[config.mk]
export PLATFORM = sky130hd
export DESIGN_NAME = touch_timing_sounder_config
export DESIGN_NICKNAME = d
export VERILOG_FILES = /design/src/pkg/touch_timing_pkg.sv /design/src/verilog/touch_timing_sounder_config.sv
export SDC_FILE = /design/constraint.sdc
export NUM_CORES = 1
export LEC_CHECK = 0
export BUFFER_PORTS_ARGS = -buffer_cell sky130_fd_sc_hd__buf_2
export CAP_MARGIN = 20
export CORE_ASPECT_RATIO = 0.6
export CORE_MARGIN = 1
export CORE_UTILIZATION = 29
export CTS_BUF_LIST = sky130_fd_sc_hd__clkbuf_8
export CTS_CLUSTER_DIAMETER = 120
export DETAILED_ROUTE_END_ITERATION = 10
export GPL_TIMING_DRIVEN = 0
export PLACE_DENSITY = 0.55
export SYNTH_ARGS = -nofsm -noshare
export SYNTH_HDL_FRONTEND = slang
export SYNTH_SLANG_ARGS = --single-unit
[constraint.sdc]
create_clock -name clk -period 3.4 [get_ports clk]
set_clock_uncertainty 0.15 [all_clocks]
set_input_delay 0.17 -clock clk [delete_from_list [all_inputs] [get_ports clk]]
set_output_delay 0.17 -clock clk [all_outputs]
set_load 0.01 [all_outputs]
[src/pkg/touch_timing_pkg.sv]
// Constants for the touch timing and click sounder configuration block
package touch_timing_pkg;
  localparam logic [7:0] ADDR_TICK    = 8'h05;
  localparam logic [7:0] ADDR_SAMPLE  = 8'h06;
  localparam logic [7:0] ADDR_SOUNDER = 8'h07;
  localparam logic [7:0] ADDR_SLEEP   = 8'h08;

  localparam logic [7:0] TICK_MASK    = 8'h1f;
  localparam logic [7:0] SAMPLE_MASK  = 8'h3f;
  localparam logic [7:0] SOUNDER_MASK = 8'h07;

  localparam int SND_EN_BIT   = 0;
  localparam int SND_TONE_BIT = 1;
  localparam int SND_LEN_BIT  = 2;

  localparam logic [7:0] TICK_RESET    = 8'h00;
  localparam logic [7:0] SAMPLE_RESET  = 8'h00;
  localparam logic [7:0] SOUNDER_RESET = 8'h00;
  localparam logic [7:0] SLEEP_RESET   = 8'h00;

  localparam int CLK_HZ       = 125000000;
  localparam int TICK_BASE_MS = 5;
  localparam int TONE_LO_HZ   = 1000;
  localparam int TONE_HI_HZ   = 2000;
  localparam int CLICK_SHORT_MS = 10;
  localparam int CLICK_LONG_MS  = 20;
  localparam int IDLE_STEP    = 8;
  localparam int SLEEP_STEP   = 10;
  localparam int SLEEP_MAX    = 100;
  localparam logic [3:0] SLEEP_CODE_MIN = 4'h2;
  localparam logic [3:0] SLEEP_CODE_90  = 4'ha;
  localparam logic [3:0] SLEEP_CODE_100 = 4'hb;
  localparam logic [6:0] SLEEP_DUR_RESET = 7'h0a;

  localparam int MS_CYCLES      = CLK_HZ / 1000;
  localparam int TONE_LO_HALF   = CLK_HZ / (2 * TONE_LO_HZ);
  localparam int TONE_HI_HALF   = CLK_HZ / (2 * TONE_HI_HZ);
endpackage

[src/verilog/touch_timing_sounder_config.sv]
// Timing, sleep and click sounder configuration registers with their timers
`timescale 1ns/100ps
module touch_timing_sounder_config #(
  parameter int MS_CYCLES    = touch_timing_pkg::MS_CYCLES,
  parameter int TONE_LO_HALF = touch_timing_pkg::TONE_LO_HALF,
  parameter int TONE_HI_HALF = touch_timing_pkg::TONE_HI_HALF
) (
  input  wire logic       clk,
  input  wire logic       nrst,
  input  wire logic [7:0] regAddr,
  input  wire logic       regWrEn,
  input  wire logic [7:0] regWrData,
  input  wire logic       regRdEn,
  input  wire logic       touchClickEnable,
  input  wire logic       stayAwake,
  input  wire logic       wakePin,
  input  wire logic       activity,
  input  wire logic       rotaryTouch,
  output logic      [7:0] regRdData,
  output logic            regRdValid,
  output logic            tickPulse,
  output logic            samplePulse,
  output logic            sounderOut,
  output logic            asleep
);
  logic [7:0]  tickPeriod_reg;
  logic [7:0]  sampleInterval_reg;
  logic [7:0]  sounder_reg;
  logic [7:0]  sleep_reg;
  logic [6:0]  sleepDur_reg;
  logic [31:0] msCount_reg;
  logic        msStrobe_reg;
  logic [5:0]  tickMs_reg;
  logic [5:0]  tickLoad_reg;
  logic [5:0]  sampleCount_reg;
  logic [6:0]  idleCount_reg;
  logic [6:0]  sleepCount_reg;
  logic [31:0] toneCount_reg;
  logic [4:0]  clickMs_reg;
  logic        clicking_reg;
  logic        busOpen;
  logic [6:0]  idleLimit;
  logic        sampleNow;
  logic        idleHold;
  logic        idleExpire;
  logic        sleepDone;
  logic [4:0]  clickLast;
  logic [31:0] toneLast;

  typedef enum logic {PWR_AWAKE, PWR_ASLEEP} powerState_t;
  powerState_t powerState_reg;

  function automatic logic [6:0] sleepLen(input logic [3:0] code, input logic [6:0] prev);
    logic [6:0] res;
    res = prev;
    if (code >= touch_timing_pkg::SLEEP_CODE_MIN && code <= touch_timing_pkg::SLEEP_CODE_90)
      res = 7'((code - 4'h1) * touch_timing_pkg::SLEEP_STEP);
    else if (code == touch_timing_pkg::SLEEP_CODE_100)
      res = 7'(touch_timing_pkg::SLEEP_MAX);
    return res;
  endfunction

  assign busOpen   = !asleep || wakePin;
  assign idleLimit = 7'(sleep_reg[7:4] * touch_timing_pkg::IDLE_STEP);
  assign sampleNow = tickPulse && sampleCount_reg == sampleInterval_reg[5:0];

  // Idle and sleep decisions
  assign idleHold   = activity || stayAwake || sleep_reg == 8'h00 || idleLimit == 7'h0;
  assign idleExpire = !idleHold && sampleNow && idleCount_reg == idleLimit - 7'h1;
  assign sleepDone  = wakePin || (sampleNow && sleepCount_reg == sleepDur_reg - 7'h1);

  // Click length and tone half period
  assign clickLast  = sounder_reg[touch_timing_pkg::SND_LEN_BIT] ? 5'(touch_timing_pkg::CLICK_LONG_MS - 1)
                      : 5'(touch_timing_pkg::CLICK_SHORT_MS - 1);
  assign toneLast   = sounder_reg[touch_timing_pkg::SND_TONE_BIT] ? 32'(TONE_HI_HALF - 1)
                      : 32'(TONE_LO_HALF - 1);

  // Register writes
  always_ff @(posedge clk or negedge nrst)
  begin
    if (!nrst)
    begin
      tickPeriod_reg     <= touch_timing_pkg::TICK_RESET;
      sampleInterval_reg <= touch_timing_pkg::SAMPLE_RESET;
      sounder_reg        <= touch_timing_pkg::SOUNDER_RESET;
      sleep_reg          <= touch_timing_pkg::SLEEP_RESET;
    end
    else if (regWrEn && busOpen)
    begin
      case (regAddr)
        touch_timing_pkg::ADDR_TICK:
          tickPeriod_reg <= regWrData & touch_timing_pkg::TICK_MASK;
        touch_timing_pkg::ADDR_SAMPLE:
          sampleInterval_reg <= regWrData;
        touch_timing_pkg::ADDR_SOUNDER:
          sounder_reg <= regWrData & touch_timing_pkg::SOUNDER_MASK;
        touch_timing_pkg::ADDR_SLEEP:
          sleep_reg <= regWrData;
        default:
          sleep_reg <= sleep_reg;
      endcase
    end
  end

  // Read answer strobe
  always_ff @(posedge clk or negedge nrst)
  begin
    if (!nrst)
      regRdValid <= 1'b0;
    else
      regRdValid <= regRdEn && busOpen;
  end

  // Register reads
  always_ff @(posedge clk or negedge nrst)
  begin
    if (!nrst)
      regRdData <= 8'h00;
    else
    begin
      case (regAddr)
        touch_timing_pkg::ADDR_TICK:    regRdData <= tickPeriod_reg & touch_timing_pkg::TICK_MASK;
        touch_timing_pkg::ADDR_SAMPLE:  regRdData <= sampleInterval_reg;
        touch_timing_pkg::ADDR_SOUNDER: regRdData <= sounder_reg & touch_timing_pkg::SOUNDER_MASK;
        touch_timing_pkg::ADDR_SLEEP:   regRdData <= sleep_reg;
        default:                        regRdData <= 8'h00;
      endcase
    end
  end

  // Millisecond prescaler
  always_ff @(posedge clk or negedge nrst)
  begin
    if (!nrst)
    begin
      msCount_reg  <= 32'h0;
      msStrobe_reg <= 1'b0;
    end
    else if (msCount_reg == 32'(MS_CYCLES - 1))
    begin
      msCount_reg  <= 32'h0;
      msStrobe_reg <= 1'b1;
    end
    else
    begin
      msCount_reg  <= msCount_reg + 32'h1;
      msStrobe_reg <= 1'b0;
    end
  end

  // Base tick
  always_ff @(posedge clk or negedge nrst)
  begin
    if (!nrst)
    begin
      tickMs_reg   <= 6'h0;
      tickLoad_reg <= 6'(touch_timing_pkg::TICK_BASE_MS);
      tickPulse    <= 1'b0;
    end
    else if (msStrobe_reg && tickMs_reg == tickLoad_reg - 6'h1)
    begin
      tickMs_reg   <= 6'h0;
      tickLoad_reg <= 6'(tickPeriod_reg[4:0]) + 6'(touch_timing_pkg::TICK_BASE_MS);
      tickPulse    <= 1'b1;
    end
    else
    begin
      tickMs_reg <= msStrobe_reg ? tickMs_reg + 6'h1 : tickMs_reg;
      tickPulse  <= 1'b0;
    end
  end

  // Touch sample interval
  always_ff @(posedge clk or negedge nrst)
  begin
    if (!nrst)
    begin
      sampleCount_reg <= 6'h0;
      samplePulse     <= 1'b0;
    end
    else if (sampleNow)
    begin
      sampleCount_reg <= 6'h0;
      samplePulse     <= !asleep;
    end
    else
    begin
      sampleCount_reg <= tickPulse ? sampleCount_reg + 6'h1 : sampleCount_reg;
      samplePulse     <= 1'b0;
    end
  end

  // Sleep duration decode
  always_ff @(posedge clk or negedge nrst)
  begin
    if (!nrst)
      sleepDur_reg <= touch_timing_pkg::SLEEP_DUR_RESET;
    else if (regWrEn && busOpen && regAddr == touch_timing_pkg::ADDR_SLEEP)
      sleepDur_reg <= sleepLen(regWrData[3:0], sleepDur_reg);
  end

  // Power state
  always_ff @(posedge clk or negedge nrst)
  begin
    if (!nrst)
    begin
      powerState_reg <= PWR_AWAKE;
      asleep         <= 1'b0;
    end
    else
    begin
      case (powerState_reg)
        PWR_AWAKE:
          if (idleExpire)
          begin
            powerState_reg <= PWR_ASLEEP;
            asleep         <= 1'b1;
          end
        PWR_ASLEEP:
          if (sleepDone)
          begin
            powerState_reg <= PWR_AWAKE;
            asleep         <= 1'b0;
          end
        default:
        begin
          powerState_reg <= PWR_AWAKE;
          asleep         <= 1'b0;
        end
      endcase
    end
  end

  // Idle timeout count
  always_ff @(posedge clk or negedge nrst)
  begin
    if (!nrst)
      idleCount_reg <= 7'h0;
    else if (powerState_reg != PWR_AWAKE || idleHold || idleExpire)
      idleCount_reg <= 7'h0;
    else if (sampleNow)
      idleCount_reg <= idleCount_reg + 7'h1;
  end

  // Sleep duration count
  always_ff @(posedge clk or negedge nrst)
  begin
    if (!nrst)
      sleepCount_reg <= 7'h0;
    else if (powerState_reg != PWR_ASLEEP || sleepDone)
      sleepCount_reg <= 7'h0;
    else if (sampleNow)
      sleepCount_reg <= sleepCount_reg + 7'h1;
  end

  // Click timing
  always_ff @(posedge clk or negedge nrst)
  begin
    if (!nrst)
    begin
      clicking_reg <= 1'b0;
      clickMs_reg  <= 5'h0;
    end
    else if (!sounder_reg[touch_timing_pkg::SND_EN_BIT])
    begin
      clicking_reg <= 1'b0;
      clickMs_reg  <= 5'h0;
    end
    else if (!clicking_reg)
    begin
      clicking_reg <= rotaryTouch && touchClickEnable;
      clickMs_reg  <= 5'h0;
    end
    else if (msStrobe_reg)
    begin
      if (clickMs_reg == clickLast)
        clicking_reg <= 1'b0;
      clickMs_reg <= clickMs_reg + 5'h1;
    end
  end

  // Tone generator
  always_ff @(posedge clk or negedge nrst)
  begin
    if (!nrst)
    begin
      toneCount_reg <= 32'h0;
      sounderOut    <= 1'b0;
    end
    else if (!sounder_reg[touch_timing_pkg::SND_EN_BIT] || !clicking_reg)
    begin
      toneCount_reg <= 32'h0;
      sounderOut    <= 1'b0;
    end
    else if (toneCount_reg >= toneLast)
    begin
      toneCount_reg <= 32'h0;
      sounderOut    <= !sounderOut;
    end
    else
      toneCount_reg <= toneCount_reg + 32'h1;
  end
endmodule

==> results of run 1 <==
## area by class of cell
cell class | count | area share
buffer | 16 | 0.00824
tap | 315 | 0.0472
clock buffer | 22 | 0.0362
sequential | 147 | 0.441
clock inverter | 10 | 0.0213
inverter | 22 | 0.00988
timing repair buffer | 47 | 0.0373
multi-input combinational | 482 | 0.399
## stage by stage
step | util | instances | hold slack (ns)
after global placement | 0.329 | 1018 | 0.234
final | 0.355 | 1061 | 0.0244
after CTS | 0.355 | 1061 | 0.00151
after floorplan | - | 667 | -0.276
after global routing | 0.355 | 1061 | 0.00982
after detailed placement | 0.330 | 1020 | 0.0699
## worst paths after layout
path	startpoint	to	slack, ns
worst max-delay path	sounder_reg[1]	toneCount_reg[9]	0.34
worst min-delay path	touchClickEnable	clicking_reg	0.02
max in group asynchronous	nrst	tickMs_reg[4]	2.10
min in group asynchronous	nrst	sleepCount_reg[6]	0.15
worst max register to register	sounder_reg[1]	toneCount_reg[9]	0.34
worst min register to register	msCount_reg[0]	msCount_reg[0]	0.32
## cell usage in the layout (no fill, tap or decap), types with 4 or more instances in the layout
| cell | n |
|---|---|
| clkbuf_8 | 22 |
| dlygate4sd3_1 | 9 |
| a21oi_1 | 18 |
| nor2_1 | 64 |
| inv_1 | 25 |
| a22oi_1 | 5 |
| conb_1 | 15 |
| nand4_1 | 22 |
| dfrtp_1 | 143 |
| nand2b_1 | 7 |
| nor4_1 | 12 |
| ha_1 | 25 |
| and3_1 | 11 |
| buf_2 | 39 |
| o21ai_0 | 21 |
| or3_1 | 5 |
| xnor2_1 | 48 |
| nand2_1 | 48 |
| mux2_2 | 26 |
| nor2b_1 | 6 |
| nor3_1 | 15 |
| bufinv_16 | 5 |
| nand3_1 | 18 |
| a22o_1 | 6 |
| dfstp_2 | 4 |
| and4_1 | 5 |
| and2_1 | 7 |
| mux2i_1 | 8 |
| clkbuf_1 | 10 |
| xor2_1 | 45 |
## tightest hold or removal path, delay by kind of cell
kind	cells	cell delay, ns
buffers and inverters	1	0.07
AOI/OAI and AO/OA	1	0.14
and+or+nand+nor	2	0.19
## report_power, final
group	internal [mW]	total [mW]	switching, mW
combinational	0.0726	0.174	0.101
clock	0.969	1.63	0.662
sequential	1.77	1.80	0.0248
total	2.82	3.60	0.788
## repair_timing
item / 4_1_cts / 5_1_grt
hold endpoints to repair: 83 / 0
hold buffers: 9 / 0
setup buffers: 0 / 0
## cells by family (layout without fill, tap and decap cells)
logic type      after synthesis  after routing
compound gates               72             72
flops                       147            147
fa+ha+maj                    26             26
xor+xnor                     94             94
buf+inv                      38            117
simple gates                241            241
mux                          34             34
other cells                   1             15
## layer usage
metal	GRT usage	part of all wire	vias up
met3	0.0329	0.043	6
li1	-	-	2439
met2	0.152	0.35	63
met1	0.213	0.60	2396
met4	0.0364	0.0048	0
met5	0	0	-
==> summary.md, run 1 <==
| Metric | Value |
|---|---|
| CP Max Fanout | `10` |
| Post-route cell area | `8350 µm²` |
| Total grt overflow | `0` |
| # resized after CTS | `0` |
| Clock buffer depth | `2` |
| Synth Flop Type | `dfrtp_1` |
| Adder-Cell Fraction of Synth Area | `0.0468` |
| Largest net degree at the start of global routing | `81` |
| Hold crit path type | `in -> reg` |
| Synthesized instance count | `653` |
| Htree depth | `4` |
| Area of the die | `25200 µm²` |
| Chip Width | `slightly above 200 µm` |
| Fmax | `roughly 0.33 GHz` |
| Worst reg2reg path depth | `9` |
| Fill count | `2349` |
| Placed Area | `7780 µm²` |
| Flops & latches, synth | `~150` |
| Worst path required time | `between 3 and 4 ns` |
| Clock root cell | `clkbuf_8` |
| Total Power | `3.60 mW` |
| Max rail drop VDD | `about 240 µV` |
| CTS tree | `built` |
| Worst-path clk slew | `roughly 0.08 ns` |
| Simple-gate share of the synthesized area | `0.177` |
| Syn_area_per_cell | `10.9 µm²` |
| Nets | `784` |
| Seq/Total Area, Yosys | `0.518` |
| Total track usage | `0.128` |
| Die Ht | `123 µm` |
| CP Buf/Inv Count | `2` |
| FF/Latch Area | `3680 µm²` |
| Placer Congestion | `0.781` |
| Final setup viols | `0` |
| Status | `complete, no violations` |
| Max_cap viols | `0` |
| Post-synth top area share | `0.503` |
| Antenna Cells | `0` |
| Xor-xnor portion of the synthesized cell area | `0.118` |
| First-pass GRT wire length | `25100 µm` |
| Mapped Area | `between 7000 and 8000 µm²` |
| Leak | `roughly 3.7 nW` |
| Core ar. | `23600 µm²` |
| Critical Path AT | `3.28 ns` |
| Clk sinks | `147` |
| Post-synth top cells | `dfrtp_1 (143), nor2_1 (64), nand2_1 (48), xnor2_1 (48), xor2_1 (45)` |
| Crit share post-route | `0.901` |
| Leading area contributor after synthesis | `dfrtp_1` |
| Area grow syn2layout | `17.4%` |
| Pre-CTS setup slack | `0.327 ns` |
| Multiplexer area fraction after synthesis | `0.0524` |
| PortBufs | `36` |
| Row count | `43` |
| Slowest stage delay, CP | `0.52 ns` |
| Drt first pass iters | `4` |
| Crit path max-delay family | `compound AO/OA/AOI/OAI gates` |
| Crit path kind | `reg -> reg` |
| Antenna violations before repair | `0` |
| Synth async-reset ratio | `1.00` |
| Post-synthesis cell type count | `58` |
| Tmin final | `3.06 ns` |
| Worst slew pin tran | `0.753 ns` |
| Final worst slack | `0.337 ns` |
| Area of the multi-input gates | `3330 µm²` |
| WL/cell | `roughly 14 µm` |
| Most common cell in the netlist | `dfrtp_1` |
| Clock Latency Late Sink | `around 0.44 ns` |
| Vias/cell | `4.62` |
| Worst Hold Depth | `4` |
| DRC viols | `0` |
| Slew Viols, Final | `0` |
| Total clock buffers created by CTS | `17` |
| Ys Warns | `0` |
| CP startpoint kind | `flop` |
| Layout cells sized above 1 | `0.151` |
| Final WL | `15000 µm` |
| CP max stage cell | `dfrtp_1` |
| Critical path depth | `9` |
| Main area contributors after synthesis | `dfrtp_1 (50%), xnor2_1 (5.9%), xor2_1 (5.5%)` |
| Compound-Gate Fraction of Synth Area | `0.0666` |
| Worst Setup End Kind | `flop` |
| Final hold viol count | `0` |
| RSZ-0062 raised after global routing | `false` |
| # IOs | `38` |
| Setup TNS | `0 ns` |
| Initial Util | `0.302` |
| Worst relative slew slack | `0.494` |
| Largest family of logic cells by synthesized area | `simple AND/OR/NAND/NOR gates` |
| Routed vias | `4904` |
| Starting DRC count in detailed routing | `277` |
| Vias in the first global route | `4709` |
| Hpwl dp | `10800 µm` |
| Routed Antenna Nets | `0` |
| Power density over the cells | `431 nW/µm²` |
| Worst-path cell chain | `inv_1 > ha_1 > nor4_1 > a21oi_1 > o41a_1 > o21ai_0 > o21bai_1 > clkbuf_1 > nor2_1` |
| Post-synth EDFFs | `0` |
Note: power is estimated with default switching activity, not from simulation.
==> run 2, diff against run 1 <==
- BUFFER_PORTS_ARGS: -buffer_cell sky130_fd_sc_hd__buf_2 -> -buffer_cell sky130_fd_sc_hd__buf_4
==> summary.md, run 2 (same netlist as run 1, synthesis figures left out) <==
| Metric | Value |
|---|---|
| Clock buffer depth | `2 (unchanged)` |
| Clock power frac | `0.412 (was 0.453)` |
| Sequential share of power | `0.533 (was 0.499)` |
| Row count | `43 (unchanged)` |
| Crit path kind | `reg -> reg (unchanged)` |
| Nets | `791 (was 784)` |
| Critical Path AT | `3.23 ns (was 3.28 ns)` |
| Layout cells sized above 1 | `0.150 (was 0.151)` |
| Vias/cell | `4.61 (was 4.62)` |
| Clock Latency Late Sink | `0.45 ns (was 0.44 ns)` |
| WL/cell | `14.4 µm (was 14.1 µm)` |
| Die Ht | `123 µm (unchanged)` |
| Crit share post-route | `0.884 (was 0.901)` |
| Most common cell after layout, fill and taps aside | `dfrtp_1 (unchanged)` |
| RSZ-0062 raised after global routing | `false (unchanged)` |
| Chip Width | `204 µm (unchanged)` |
| Antenna Cells | `0 (unchanged)` |
| CP max stage cell | `dfrtp_1 (unchanged)` |
| First-pass GRT wire length | `25200 µm (was 25100 µm)` |
| Worst Setup End Kind | `flop (unchanged)` |
| Fmax | `0.333 GHz (was 0.326 GHz)` |
| Final setup viols | `0 (unchanged)` |
| Clock root cell | `clkbuf_8 (unchanged)` |
| Worst path required time | `3.63 ns (was 3.61 ns)` |
| Post-route cell area | `8430 µm² (was 8350 µm²)` |
| Routed Antenna Nets | `0 (unchanged)` |
| Tmin final | `3.01 ns (was 3.06 ns)` |
| Htree depth | `4 (unchanged)` |
| Total Power | `3.38 mW (was 3.60 mW)` |
| Final worst slack | `0.394 ns (was 0.337 ns)` |
| Logic pwr share | `0.055 (was 0.048)` |
| Area of the die | `25200 µm² (unchanged)` |
| Total track usage | `0.130 (was 0.128)` |
| Drt first pass iters | `5 (was 4)` |
| Switching Fraction | `0.236 (was 0.218)` |
| Final WL | `15400 µm (was 15000 µm)` |
| Placer Congestion | `0.756 (was 0.781)` |
| Antenna violations before repair | `0 (unchanged)` |
| Core ar. | `23600 µm² (unchanged)` |
| # IOs | `38 (unchanged)` |
| Worst-path cell chain | `inv_1 > ha_1 > nor4_1 > a21oi_1 > o41a_1 > o21ai_0 > o21bai_1 > clkbuf_1 > nor2_1 (unchanged)` |
| Power density over the cells | `401 nW/µm² (was 431 nW/µm²)` |
| Commonest cells after routing, fill and taps aside | `dfrtp_1 (143), nor2_1 (64), nand2_1 (48), xnor2_1 (48), xor2_1 (45) (unchanged)` |
| Total grt overflow | `0 (unchanged)` |
| Final hold viol count | `0 (unchanged)` |
| Worst slew pin tran | `0.787 ns (was 0.753 ns)` |
| Vias in the first global route | `4619 (was 4709)` |
| Max rail drop VDD | `176 µV (was 241 µV)` |
| CP Max Fanout | `10 (unchanged)` |
| Worst-path clk slew | `0.09 ns (was 0.08 ns)` |
| Placed Area | `7870 µm² (was 7780 µm²)` |
| Worst relative slew slack | `0.468 (was 0.494)` |
| DRC viols | `0 (unchanged)` |
| Initial Util | `0.302 (unchanged)` |
| Pre-CTS setup slack | `0.356 ns (was 0.327 ns)` |
| CP startpoint kind | `flop (unchanged)` |
| Setup TNS | `0 ns (unchanged)` |
| R2R setup slack | `0.39 ns (was 0.34 ns)` |
| Max_cap viols | `0 (unchanged)` |
| CTS tree | `built (unchanged)` |
| Slowest stage delay, CP | `0.50 ns (was 0.52 ns)` |
| Slew Viols, Final | `0 (unchanged)` |
| P_int | `2.58 mW (was 2.82 mW)` |
| Hold crit path type | `in -> reg (unchanged)` |
| Routed vias | `4923 (was 4904)` |
| Sw Pwr | `0.798 mW (was 0.788 mW)` |
| Hpwl dp | `11100 µm (was 10800 µm)` |
| Crit path max-delay family | `compound AO/OA/AOI/OAI gates (unchanged)` |
| Starting DRC count in detailed routing | `320 (was 277)` |
| CP Buf/Inv Count | `2 (unchanged)` |
| Area grow syn2layout | `18.4% (was 17.4%)` |
| Clk sinks | `147 (unchanged)` |
| Status | `complete, no violations (unchanged)` |
| Total clock buffers created by CTS | `17 (unchanged)` |
| PortBufs | `36 (unchanged)` |
| Largest net degree at the start of global routing | `83 (was 81)` |
| Leak | `3.75 nW (about the same)` |
[run 2: worst paths after layout]
check	startpoint	end	cells past startpoint
setup / recovery	sounder_reg[1]	toneCount_reg[11]	9
hold / removal	regAddr[3]	regRdData[2]	4
setup reg to reg	sounder_reg[1]	toneCount_reg[11]	9
hold reg to reg	msCount_reg[0]	msCount_reg[0]	1
max in group asynchronous	nrst	sampleCount_reg[3]	3
min in group asynchronous	nrst	sleepCount_reg[5]	2
[run 2: timing repair]
item                                   4_1_cts  5_1_grt
endpoints found under the hold margin       88        0
hold buffers                                16        0
resized for setup                            0        0
setup buffers                                0        0
[run 2: routing by layer]
layer,GRT usage,part of all wire
met5,0,0
met4,0.0448,0.011
met3,0.0293,0.031
met2,0.151,0.36
met1,0.219,0.60
[run 2: power by group through the flow]
| stage | Combinational [mW] | Sequential (mW) | Clock (mW) |
|---|---|---|---|
| after detailed placement | 0.176 | 1.83 | 0 |
| after CTS | 0.191 | 1.80 | 1.44 |
| after global placement | 0.170 | 1.83 | 0 |
| final | 0.187 | 1.80 | 1.39 |
| after floorplan | 0.0886 | 1.83 | 0 |
| after global routing | 0.213 | 1.80 | 1.51 |
[run 2: through the flow]
stage,utilization,hold WS [ns],instances
after floorplan,-,-0.276,667
after global routing,0.358,0.0586,1067
after detailed placement,0.334,0.0656,1020
after CTS,0.358,0.0186,1067
final,0.358,0.0616,1067
after global placement,0.332,0.230,1018
[run 2: area by class of cell]
class / instances / area, µm²
Sequential cell: 147 / 3680
Fill cell: 2370 / 15100
Tap cell: 315 / 394
Clock inverter: 10 / 108
Inverter: 22 / 82.6
Timing Repair Buffer: 54 / 469
Multi-Input combinational cell: 482 / 3330
Clock buffer: 21 / 289
Buffer: 16 / 68.8
[run 2: worst min-delay path, cell delays in order]
cell     delay, ns
buf_4         0.09
nor3b_2       0.04
nand2_1       0.17
o21ai_0       0.14
==> run 3, diff against run 2 <==
- ABC_AREA: not set -> 1
- PLACE_DENSITY: 0.55 -> not set
- PLACE_DENSITY_LB_ADDON: not set -> 0.12
==> summary.md, run 3 <==
| Metric | Value |
|---|---|
| Antenna violations before repair | `0 (unchanged)` |
| Chip Width | `212 µm (was 204 µm)` |
| Drt first pass iters | `6 (was 5)` |
| Clock buffer depth | `2 (unchanged)` |
| Layout cells sized above 1 | `0.103 (was 0.150)` |
| Die Ht | `128 µm (was 123 µm)` |
| Area of the die | `27000 µm² (was 25200 µm²)` |
| PortBufs | `37 (was 36)` |
| Clock root cell | `clkbuf_8 (unchanged)` |
| Post-route cell area | `9170 µm² (was 8430 µm²)` |
| Multiplexer area fraction after synthesis | `0.00147 (was 0.0524)` |
| Area grow syn2layout | `20.0% (was 18.4%)` |
| Status | `complete, no violations (unchanged)` |
| Leading area contributor after synthesis | `dfrtp_1 (unchanged)` |
| Reg-to-reg startpoint | `asleep (was sounder_reg[1])` |
| Power density over the cells | `379 nW/µm² (was 401 nW/µm²)` |
| Hold Path End | `regRdData[1] (was regRdData[2])` |
| Adder-Cell Fraction of Synth Area | `0.0435 (was 0.0468)` |
| Final WL | `19000 µm (was 15400 µm)` |
| # resized after CTS | `0 (unchanged)` |
| Max_cap viols | `0 (unchanged)` |
| Simple-gate share of the synthesized area | `0.265 (was 0.177)` |
| Worst path required time | `3.66 ns (was 3.63 ns)` |
| # IOs | `38 (unchanged)` |
| Worst slew pin tran | `0.561 ns (was 0.787 ns)` |
| RSZ-0062 raised after global routing | `false (unchanged)` |
| Crit share post-route | `0.957 (was 0.884)` |
| R2R setup slack | `0.90 ns (was 0.39 ns)` |
| CP startpoint kind | `input pin (was flop)` |
| First-pass GRT wire length | `31400 µm (was 25200 µm)` |
| Hold crit path type | `in -> reg (unchanged)` |
| Antenna Cells | `0 (unchanged)` |
| Compound-Gate Fraction of Synth Area | `0.0622 (was 0.0666)` |
| Post-synth top area share | `0.468 (was 0.503)` |
| Post-synth EDFFs | `0 (unchanged)` |
| Post-CTS Setup Bufs | `0 (unchanged)` |
| CTS tree | `built (unchanged)` |
| Total clock buffers created by CTS | `17 (unchanged)` |
| Final hold viol count | `0 (unchanged)` |
| Tmin final | `3.25 ns (was 3.01 ns)` |
| Clock Latency Late Sink | `0.47 ns (was 0.45 ns)` |
| Flops & latches, synth | `147 (unchanged)` |
| Total Power | `3.48 mW (was 3.38 mW)` |
| Synth async-reset ratio | `1.00 (unchanged)` |
| Worst Setup End Kind | `flop (unchanged)` |
| Max rail drop VDD | `193 µV (was 176 µV)` |
| Worst-path clk slew | `0.08 ns (was 0.09 ns)` |
| CP Max Fanout | `7 (was 10)` |
| Post-synthesis cell type count | `46 (was 58)` |
| Clk sinks | `147 (unchanged)` |
| Core ar. | `25600 µm² (was 23600 µm²)` |
| Initial Util | `0.299 (was 0.302)` |
| Leak | `4.43 nW (was 3.75 nW)` |
| Worst reg2reg path depth | `7 (was 9)` |
| Placer Congestion | `0.864 (was 0.756)` |
| Vias in the first global route | `5619 (was 4619)` |
| Synthesized instance count | `922 (was 653)` |
| Routed vias | `6007 (was 4923)` |
| Routed Antenna Nets | `0 (unchanged)` |
| Commonest cells after routing, fill and taps aside | `nand2_1 (206), dfrtp_1 (143), inv_1 (128) (was dfrtp_1 (143), nor2_1 (64), nand2_1 (48), xnor2_1 (48), xor2_1 (45))` |
| Vias/cell | `4.33 (was 4.61)` |
| Mapped Area | `7640 µm² (was 7120 µm²)` |
| Nets | `1074 (was 791)` |
| Pre-CTS setup slack | `0.765 ns (was 0.356 ns)` |
| Largest family of logic cells by synthesized area | `simple AND/OR/NAND/NOR gates (unchanged)` |
| Fmax | `0.307 GHz (was 0.333 GHz)` |
| Hpwl dp | `14000 µm (was 11100 µm)` |
| Worst Hold Depth | `6 (was 4)` |
| DRC viols | `0 (unchanged)` |
| Total track usage | `0.153 (was 0.130)` |
| WL/cell | `13.7 µm (was 14.4 µm)` |
| Most common cell after layout, fill and taps aside | `nand2_1 (was dfrtp_1)` |
| Critical Path AT | `3.52 ns (was 3.23 ns)` |
| Seq/Total Area, Yosys | `0.482 (was 0.518)` |
| Synth Flop Type | `dfrtp_1 (unchanged)` |
| Crit path kind | `in -> reg (was reg -> reg)` |
| Placed Area | `8450 µm² (was 7870 µm²)` |
| Starting DRC count in detailed routing | `439 (was 320)` |
| Post-synth top cells | `nand2_1 (206), dfrtp_1 (143), inv_1 (127) (was dfrtp_1 (143), nor2_1 (64), nand2_1 (48), xnor2_1 (48), xor2_1 (45))` |
| Syn_area_per_cell | `8.29 µm² (was 10.9 µm²)` |
| Worst relative slew slack | `0.622 (was 0.468)` |
| Total grt overflow | `0 (unchanged)` |
| RR Endpoint | `sleep_reg[5] (was toneCount_reg[11])` |
| Main area contributors after synthesis | `dfrtp_1 (47%), nand2_1 (10%), inv_1 (6.2%) (was dfrtp_1 (50%), xnor2_1 (5.9%), xor2_1 (5.5%))` |
| Final setup viols | `0 (unchanged)` |
| Htree depth | `4 (unchanged)` |
| Most common cell in the netlist | `nand2_1 (was dfrtp_1)` |
| Largest net degree at the start of global routing | `104 (was 83)` |
| Xor-xnor portion of the synthesized cell area | `0.0756 (was 0.118)` |
| Slew Viols, Final | `0 (unchanged)` |
| Min-delay src | `regAddr[6] (was regAddr[3])` |
| Setup TNS | `0 ns (unchanged)` |
| Row count | `45 (was 43)` |
| Ys Warns | `0 (unchanged)` |
| Final worst slack | `0.146 ns (was 0.394 ns)` |
-- run 3: how the worst max path moves through the flow --
stage                       startpoint         endpoint  cells past startpoint
after floorplan           regWrData[0]  sleepDur_reg[6]                     13
after global placement    regWrData[0]  sleepDur_reg[6]                     14
after detailed placement  regWrData[0]  sleepDur_reg[6]                     14
after CTS                   regAddr[1]     sleep_reg[6]                     10
after global routing        regAddr[1]     sleep_reg[5]                     10
final                       regAddr[1]     sleep_reg[5]                     10
-- run 3: kinds of logic after synthesis --
logic type               count (synthesis)
AO/OA/AOI/OAI                           85
XOR/XNOR                                66
adder cells (fa/ha/maj)                 26
buffers and inverters                  136
flip-flops                             147
multiplexers                             1
other                                    1
AND/OR/NAND/NOR                        460
-- run 3: worst max-delay path, cell delays in order --
cell           delay, ns
dlygate4sd3_1       0.54
buf_4               0.15
nor4_1              0.22
dlygate4sd3_1       0.57
nand2_1             0.17
nor2_2              0.39
nand2_1             0.10
dlygate4sd3_1       0.57
o21ai_0             0.07
dlygate4sd3_1       0.56
-- run 3: through the flow --
stage / util / hold slack [ns] / cells
after global routing: 0.359 / 0.0237 / 1387
final: 0.359 / 0.0391 / 1387
after CTS: 0.359 / 0.00151 / 1387
after floorplan: - / -0.276 / 936
after global placement: 0.329 / 0.251 / 1325
after detailed placement: 0.331 / -0.0631 / 1326
-- run 3: where the power goes --
part | switching, mW | leakage, nW | internal, mW
combinational | 0.116 | 2.26 | 0.0832
clock | 0.690 | 0.211 | 0.793
sequential | 0.0205 | 1.96 | 1.78
total | 0.827 | 4.43 | 2.65
-- run 3: area by class of cell --
cell class,count,area (µm²)
multi-input cells,653,3480
clock buffers,21,289
repair buffers,68,613
fillers,2709,16400
inverters,130,493
clock inverters,10,131
plain buffers,6,40.0
well taps,352,440
flip-flops and latches,147,3680
-- run 3: metal layers --
layer  vias up  share of wire  GRT usage
li1       3130              -          -
met1      2773           0.62      0.269
met2        92           0.32      0.162
met3        12          0.047     0.0367
met4         0          0.010     0.0486
met5         -              0          0
-- run 3: timing repair --
action / 4_1_cts / 5_1_grt
endpoints found under the setup margin: 0 / 0
hold buffers: 30 / 0
hold endpoints to repair: 184 / 0
